--- src/io_alu_consts.svh ---
// Purpose: named constants of the port-read / accumulator / compare slice
// Assumes: included by its bare name
// Notes: definitions only
`ifndef IO_ALU_CONSTS_SVH
`define IO_ALU_CONSTS_SVH

// instruction numbers
`define INSTR_SET_OUTPUT_PORT 8'h0e
`define INSTR_READ_IO_PORT 8'h0f
`define INSTR_ACC_CALCULATE 8'h13
`define INSTR_COMPARE 8'h14

// reply status codes
`define STATUS_OK 8'h64
`define STATUS_BAD_INSTR 8'h02
`define STATUS_BAD_TYPE 8'h03

// banks
`define BANK_DIGITAL_IN 8'h00
`define BANK_ANALOG_IN 8'h01
`define BANK_DIGITAL_OUT 8'h02

// port numbers
`define PORT_ALL_INPUTS 8'hff
`define PORT_ENC_NEAR_ZERO 8'h0b
`define PORT_SUPPLY_VOLT 8'h08
`define PORT_TEMPERATURE 8'h09
`define PORT_ANALOG_IN0 8'h00

// widths and limits
`define ADC_MAX 12'hfff
`define GEN_IN_COUNT 4
`define GEN_OUT_COUNT 2

`endif

--- src/io_alu_pkg.sv ---
// Purpose: types of the port-read / accumulator / compare slice
// Assumes: nothing
// Notes: constants live in io_alu_consts.svh
package io_alu_pkg;

    typedef logic [31:0] acc_word_t;

    // operation codes carried in the type field of the calculate instruction
    typedef enum logic [7:0] {
        OP_ADD = 8'h00,
        OP_SUB = 8'h01,
        OP_MUL = 8'h02,
        OP_DIV = 8'h03,
        OP_REMAINDER = 8'h04,
        OP_AND = 8'h05,
        OP_OR = 8'h06,
        OP_XOR = 8'h07,
        OP_NOT = 8'h08,
        OP_LOAD = 8'h09
    } accumulator_calculate_op_t;

    // condition codes of the conditional branch
    typedef enum logic [3:0] {
        CC_ZERO = 4'h0,
        CC_NOT_ZERO = 4'h1,
        CC_EQUAL = 4'h2,
        CC_NOT_EQUAL = 4'h3,
        CC_GREATER = 4'h4,
        CC_GREATER_EQ = 4'h5,
        CC_LOWER = 4'h6,
        CC_LOWER_EQ = 4'h7
    } cond_code_t;

endpackage : io_alu_pkg

--- src/io_read_accumulator_alu.sv ---
// Purpose: executes port read, accumulator calculate and compare commands
// Assumes: one command per i_cmd_valid pulse, all command fields same clock
// Notes: reply one cycle after the command; acc and flags feed the sequencer
`timescale 1ns/1ps
`default_nettype none
`include "io_alu_consts.svh"

module io_read_accumulator_alu
    import io_alu_pkg::*;
#(
    parameter int ADC_BITS = 12
) (
    // clock and reset
    input wire logic i_clk_sys,
    input wire logic i_nrst,
    // command
    input wire logic i_cmd_valid,
    input wire logic i_standalone,
    input wire logic [7:0] i_cmd_instr,
    input wire logic [7:0] i_cmd_type,
    input wire logic [7:0] i_cmd_bank,
    input wire logic [7:0] i_cmd_val_b3,
    input wire logic [7:0] i_cmd_val_b2,
    input wire logic [7:0] i_cmd_val_b1,
    input wire logic [7:0] i_cmd_val_b0,
    // reply
    output logic o_rsp_valid,
    output logic [7:0] o_rsp_status,
    output logic [31:0] o_rsp_value,
    // pins, asynchronous
    input wire logic [`GEN_IN_COUNT-1:0] i_general_input,
    input wire logic i_enc_near_zero,
    // analog values and output states, same clock
    input wire logic [ADC_BITS-1:0] i_adc_in0,
    input wire logic [15:0] i_supply_tenths_v,
    input wire logic [15:0] i_temp_celsius,
    input wire logic [`GEN_OUT_COUNT-1:0] i_general_output,
    // accumulator, flags and branch test
    output logic [31:0] o_acc,
    output logic o_flag_eq,
    output logic o_flag_gt,
    output logic o_flag_lt,
    input wire logic [3:0] i_cond_code,
    output logic o_cond_met
);

    localparam int NIN = `GEN_IN_COUNT;

    acc_word_t acc_ff;
    acc_word_t nxt_acc;
    acc_word_t operand;
    logic flag_eq_ff;
    logic flag_gt_ff;
    logic flag_lt_ff;
    logic [NIN-1:0] in_s1_ff;
    logic [NIN-1:0] in_s2_ff;
    logic [NIN-1:0] in_s3_ff;
    logic [NIN-1:0] in_filt_ff;
    logic enc_s1_ff;
    logic enc_s2_ff;
    logic enc_s3_ff;
    logic enc_filt_ff;
    logic rsp_valid_ff;
    logic [7:0] rsp_status_ff;
    acc_word_t rsp_value_ff;
    acc_word_t port_value;
    logic port_ok;
    logic is_read;
    logic is_accumulator_calculate;
    logic is_comp;
    logic accumulator_calculate_ok;

    // operand assembled most significant byte first
    assign operand = {i_cmd_val_b3, i_cmd_val_b2, i_cmd_val_b1,
                      i_cmd_val_b0};

    assign is_read = i_cmd_valid && (i_cmd_instr == `INSTR_READ_IO_PORT);
    assign is_accumulator_calculate = i_cmd_valid && (i_cmd_instr == `INSTR_ACC_CALCULATE);
    assign is_comp = i_cmd_valid &&
        (i_cmd_instr == `INSTR_COMPARE);
    assign accumulator_calculate_ok = (i_cmd_type <= OP_LOAD);

    // three-stage synchronisers for the pins
    always_ff @(posedge i_clk_sys or negedge i_nrst) begin
        if (!i_nrst) begin
            in_s1_ff <= '0;
            in_s2_ff <= '0;
            in_s3_ff <= '0;
            enc_s1_ff <= 1'b0;
            enc_s2_ff <= 1'b0;
            enc_s3_ff <= 1'b0;
        end else begin
            in_s1_ff <= i_general_input;
            in_s2_ff <= in_s1_ff;
            in_s3_ff <= in_s2_ff;
            enc_s1_ff <= i_enc_near_zero;
            enc_s2_ff <= enc_s1_ff;
            enc_s3_ff <= enc_s2_ff;
        end
    end

    // accept a change once stages two and three agree, per line
    genvar gi;
    generate
        for (gi = 0; gi < NIN; gi++) begin : g_in_filt
            always_ff @(posedge i_clk_sys or negedge i_nrst) begin
                if (!i_nrst) begin
                    in_filt_ff[gi] <= 1'b0;
                end else if (in_s2_ff[gi] == in_s3_ff[gi]) begin
                    in_filt_ff[gi] <= in_s3_ff[gi];
                end
            end
        end
    endgenerate

    // encoder flag filter
    always_ff @(posedge i_clk_sys or negedge i_nrst) begin
        if (!i_nrst) begin
            enc_filt_ff <= 1'b0;
        end else if (enc_s2_ff == enc_s3_ff) begin
            enc_filt_ff <= enc_s3_ff;
        end
    end

    // port selection by bank and port number
    always_comb begin
        port_value = '0;
        port_ok = 1'b1;
        unique case (i_cmd_bank)
            `BANK_DIGITAL_IN: begin
                if (i_cmd_type < 8'(NIN)) begin
                    port_value = {31'h0,
                        in_filt_ff[i_cmd_type[1:0]]};
                end else if (i_cmd_type == `PORT_ALL_INPUTS) begin
                    port_value = 32'(in_filt_ff);
                end else if (i_cmd_type == `PORT_ENC_NEAR_ZERO) begin
                    port_value = {31'h0, enc_filt_ff};
                end else begin
                    port_ok = 1'b0;
                end
            end
            `BANK_ANALOG_IN: begin
                // analog path is separate from the digital filter
                if (i_cmd_type == `PORT_ANALOG_IN0) begin
                    port_value = 32'(i_adc_in0);
                end else if (i_cmd_type == `PORT_SUPPLY_VOLT) begin
                    port_value = 32'(i_supply_tenths_v);
                end else if (i_cmd_type == `PORT_TEMPERATURE) begin
                    port_value = 32'(signed'(i_temp_celsius));
                end else begin
                    port_ok = 1'b0;
                end
            end
            `BANK_DIGITAL_OUT: begin
                if (i_cmd_type < 8'(`GEN_OUT_COUNT)) begin
                    port_value = {31'h0,
                        i_general_output[i_cmd_type[0]]};
                end else begin
                    port_ok = 1'b0;
                end
            end
            default: begin
                port_ok = 1'b0;
            end
        endcase
    end

    // next accumulator value
    always_comb begin
        nxt_acc = acc_ff;
        if (is_read && i_standalone && port_ok) begin
            nxt_acc = port_value;
        end else if (is_accumulator_calculate) begin
            unique case (i_cmd_type)
                OP_ADD: nxt_acc = acc_ff + operand;
                OP_SUB: nxt_acc = acc_ff - operand;
                OP_MUL: nxt_acc = 32'($signed(acc_ff) * $signed(operand));
                OP_DIV: begin
                    if (operand != '0) begin
                        nxt_acc = 32'($signed(acc_ff) / $signed(operand));
                    end
                end
                OP_REMAINDER: begin
                    if (operand != '0) begin
                        nxt_acc = 32'($signed(acc_ff) % $signed(operand));
                    end
                end
                OP_AND: nxt_acc = acc_ff & operand;
                OP_OR: nxt_acc = acc_ff | operand;
                OP_XOR: nxt_acc = acc_ff ^ operand;
                OP_NOT: nxt_acc = ~acc_ff;
                OP_LOAD: nxt_acc = operand;
                default: nxt_acc = acc_ff;
            endcase
        end
    end

    // accumulator register
    always_ff @(posedge i_clk_sys or negedge i_nrst) begin
        if (!i_nrst) begin
            acc_ff <= '0;
        end else begin
            acc_ff <= nxt_acc;
        end
    end

    // compare flags, signed
    always_ff @(posedge i_clk_sys or negedge i_nrst) begin
        if (!i_nrst) begin
            flag_eq_ff <= 1'b0;
            flag_gt_ff <= 1'b0;
            flag_lt_ff <= 1'b0;
        end else if (is_comp) begin
            flag_eq_ff <= (acc_ff == operand);
            flag_gt_ff <= ($signed(acc_ff) > $signed(operand));
            flag_lt_ff <= ($signed(acc_ff) < $signed(operand));
        end
    end

    // reply registers
    always_ff @(posedge i_clk_sys or negedge i_nrst) begin
        if (!i_nrst) begin
            rsp_valid_ff <= 1'b0;
            rsp_status_ff <= 8'h00;
            rsp_value_ff <= '0;
        end else begin
            rsp_valid_ff <= i_cmd_valid;
            if (is_read) begin
                rsp_status_ff <= port_ok ? `STATUS_OK : `STATUS_BAD_TYPE;
                rsp_value_ff <= port_value;
            end else if (is_accumulator_calculate) begin
                rsp_status_ff <= accumulator_calculate_ok ? `STATUS_OK
                                         : `STATUS_BAD_TYPE;
                rsp_value_ff <= operand;
            end else if (is_comp) begin
                rsp_status_ff <= `STATUS_OK;
                rsp_value_ff <= operand;
            end else if (i_cmd_valid) begin
                rsp_status_ff <= `STATUS_BAD_INSTR;
                rsp_value_ff <= '0;
            end
        end
    end

    // branch condition from the stored flags
    always_comb begin
        unique case (i_cond_code)
            CC_ZERO, CC_EQUAL: o_cond_met = flag_eq_ff;
            CC_NOT_ZERO, CC_NOT_EQUAL: o_cond_met = !flag_eq_ff;
            CC_GREATER: o_cond_met = flag_gt_ff;
            CC_GREATER_EQ: o_cond_met = flag_gt_ff || flag_eq_ff;
            CC_LOWER: o_cond_met = flag_lt_ff;
            CC_LOWER_EQ: o_cond_met = flag_lt_ff || flag_eq_ff;
            default: o_cond_met = 1'b0;
        endcase
    end

    // outputs
    assign o_acc = acc_ff;
    assign o_flag_eq = flag_eq_ff;
    assign o_flag_gt = flag_gt_ff;
    assign o_flag_lt = flag_lt_ff;
    assign o_rsp_valid = rsp_valid_ff;
    assign o_rsp_status = rsp_status_ff;
    assign o_rsp_value = rsp_value_ff;
endmodule : io_read_accumulator_alu

`default_nettype wire

--- config.mk ---
export PLATFORM = sky130hd
export DESIGN_NAME = io_read_accumulator_alu
export DESIGN_NICKNAME = d
export VERILOG_FILES = /design/src/io_alu_pkg.sv /design/src/io_read_accumulator_alu.sv
export VERILOG_INCLUDE_DIRS = /design/src
export SDC_FILE = /design/constraint.sdc
export NUM_CORES = 2
export LEC_CHECK = 0
export ABC_AREA = 1
export BUFFER_PORTS_ARGS = -buffer_cell sky130_fd_sc_hd__clkbuf_2
export CAP_MARGIN = 20
export CORE_MARGIN = 1.5
export CORE_UTILIZATION = 50
export DETAILED_ROUTE_END_ITERATION = 10
export MAX_ROUTING_LAYER = met4
export PLACE_DENSITY = 0.73
export REMOVE_ABC_BUFFERS = 1
export SYNTH_ARGS = -nofsm -noshare
export SYNTH_HDL_FRONTEND = slang
export SYNTH_SLANG_ARGS = --single-unit
export TNS_END_PERCENT = 20
--- constraint.sdc ---
create_clock -name i_clk_sys -period 153.9 [get_ports i_clk_sys]
set_input_delay 23.085 -clock i_clk_sys [delete_from_list [all_inputs] [get_ports i_clk_sys]]
set_output_delay 23.085 -clock i_clk_sys [all_outputs]
set_load 0.01 [all_outputs]
==> results.toml <==
[cells_and_area]
fin_cells = 11300
final_nets = 10900
layout_common_cells = "nand2_1 (2571), inv_1 (1771), ha_1 (780), a21oi_1 (628), nor2_1 (505)"
drive_above_1_share_pct = 7.07
syn_to_final_growth_pct = 4.29
final_common_cell = "nand2_1"

[sta]
grt_setup_unrepaired = "false"
clock_skew_ps = 24.8
final-setup-viol-count = 0
max_slew_margin_pct = 27.4
tightest_slew_ps = 1070
hold_violations = 0
drv_slew = 0
post-route-period-util_pct = 72.0
finalSetupTns_ps = 0
finalCriticalPeriod_ps = 110810
fin_hold_ws_ps = 363
max_freq_mhz = 9.02

[power_and_ir_drop]
p_sw_mw = 0.588
cellLeakagePower_nw = 34.3
clock_power_share_pct = 2.7
p_sw_share_pct = 61.6
p_seq_share_pct = 2.7
ir_drop_mv = 0.0474
internal-power_mw = 0.366
share_comb_of_total_power_pct = 94.6
p_per_area_mw_per_mm2 = 15.1

[place]
dp_hpwl_mm = 211
place_congestion = 1.12
port_buffers = 188
placedCellCount = 11200

[die]
start_util_pct = 50.4
die_x_um = 351
core_region_area_mm2 = 0.120
row_count = 127
io_pins = 192
die_h_um = 351
die_area_mm2 = 0.123

[setup_path]
path_buf_inv = 94
cp.arrival_ps = 111090
end_kind = "flop"
crit_top_cell = "nand2_1"
cp-start-kind = "input port"
crit_family = "simple AND/OR/NAND/NOR gates"
required_ps = 154180
crit_type = "in2reg"
cpMaxStageDelayCell = "a21oi_2"
ff2ff_setup_slack_ps = 65980
slowest_delay_ps = 840
crit_fanout = 53

[routing]
firstDrtPassIters = 9
vias = 67200
wirelength_mm = 269
detail_route.vias_per_cell = 5.96
drt-initial-drc-count = 7880
drc_errors = 0
wl_per_cell_um = 23.9
drtAntennaViolNets = 0

[logic_synthesis]
synth.top_cells.by_area = "ha_1 (16%), nand2_1 (16%), fa_1 (14%)"
synth-warning-count = 0
yosysSeqAreaShare_pct = 3.77
ys_ff_latch = 91
synth_edf_count = 0
synthFlopType = "dfrtp_1"
avgSynthCellArea_um2 = 6.29
syn_area_mm2 = 0.0604
async_flop_share_pct = 100
synth_top_area_share_pct = 16.1
syn_inst = 9601
synth_cell_type_count = 95
synth_largest_area_cell = "ha_1"

[global_route]
grt_max_degree = 65
grt_pass1_vias = 62800
track_usage_pct = 43.9
grt_pass1_wl_mm = 393
antenna_found_initial = 5
grt.overflow.total = 0

[cts]
cts_resized = 0
clkTransAtPathRegs_ps = 80
h-tree-depth = 3
hold_buffers = 0
cts_tree = "done"
clkLatencyLatePin_ps = 420
clockRootBuffer = "clkbuf_16"
clkSinkCount = 91
cts-buffers-inserted = 9
clock_path_buffers = 2
postCtsSetupRepairBufs = 0

[job]
cap_violations = 0

[worst_hold_path]
hp-class = "reg2reg"

[outcome]
outcome = "finished, final reports clean"
[routing by layer]
layer,vias to the layer above,share of wire [%],global-route usage [%]
li1,30900,-,-
met1,31300,40,54.4
met2,3991,41,63.7
met3,1049,11,10.5
met4,0,8.0,28.0
met5,-,0,-
[worst register-to-register path: cells and delay by family, from the launching register on]
| kind | cells | cell delay, ps |
|---|---|---|
| simple gates | 263 | 35630 |
| compound gates | 138 | 27920 |
| buf+inv | 92 | 12930 |
| fa+ha+maj | 33 | 10310 |
| xor+xnor | 3 | 580 |
| flops | 1 | 380 |
[through the flow]
step                      setup slack (ps)  util (%)  power, mW  instance area (um2)
after floorplan                      56170         -      0.649                58700
after global placement               46630      52.3      0.890                62700
after detailed placement             45270      52.3      0.901                62700
after CTS                            45470      52.5      0.934                63000
after global routing                 35390      52.5       1.05                63000
final                                43090      52.5      0.955                63000
[synthesized netlist by cell type (28+ instances only)]
cell type	n
or2_2	89
inv_1	1775
fa_1	411
o22ai_1	47
clkbuf_8	32
xnor2_1	144
nand3_1	500
nand3_2	38
nand2_1	2572
nand3b_1	37
o21a_1	31
inv_2	41
ha_1	780
buf_2	40
dfrtp_1	91
o21ai_1	47
o21ai_0	321
a31oi_1	36
o211ai_1	51
nor3_1	122
buf_1	31
a211oi_1	29
nand4_1	87
nand2_2	47
nor4_1	69
xor2_1	309
o21bai_1	41
clkbuf_1	138
o221ai_1	51
nor2_1	509
a21oi_1	630
a21o_1	29
a221oi_1	28
buf_4	36
[cell type report]
| class | instances | area, um2 |
|---|---|---|
| fill | 12300 | 56900 |
| multi-input combinational | 7382 | 49600 |
| inverter | 1837 | 6910 |
| sequential | 91 | 2280 |
| tap | 1612 | 2020 |
| timing repair buffer | 315 | 1890 |
| clock buffer | 9 | 225 |
| clock inverter | 7 | 73.8 |
| antenna | 8 | 20.0 |
[registers in the layout (all words and copies together), names as in the netlist]
name,cells
in_s1_ff,4
enc_s3_ff,1
enc_s2_ff,1
enc_s1_ff,1
enc_filt_ff,1
o_flag_eq,1
o_rsp_value,32
o_rsp_valid,1
o_acc,32
o_flag_lt,1
in_s3_ff,4
o_rsp_status,3
in_s2_ff,4
in_filt_ff,4
o_flag_gt,1
[power by group through the flow]
stage	sequential [mW]	combinational, mW	clock [mW]
floorplan	0.0258	0.623	0
global placement	0.0259	0.864	0
detailed placement	0.0259	0.875	0
CTS	0.0255	0.883	0.0257
global route	0.0256	0.998	0.0261
finish	0.0256	0.903	0.0258
[final timing paths]
kind	from	end	cells past startpoint
setup / recovery	i_cmd_val_b3[7]	o_acc[30]	527
hold / removal	enc_s1_ff	enc_s2_ff	0
setup reg to reg	o_acc[6]	o_acc[30]	529
hold reg to reg	enc_s1_ff	enc_s2_ff	0
max in group asynchronous	i_nrst	o_acc[8]	2
min in group asynchronous	i_nrst	o_flag_eq	1
[logic make-up (layout without fill, tap and decap cells)]
group	Yosys count	after routing	share of synthesized area, %
compound gates	1540	1540	15.4
mux	4	4	0.0725
simple gates	4185	4185	30.0
other cells	1	11	0.00620
buf+inv	2130	2168	14.3
flops	91	91	3.77
xor+xnor	454	454	6.59
fa+ha+maj	1196	1196	29.8
Power figures use the tool's default switching activity.
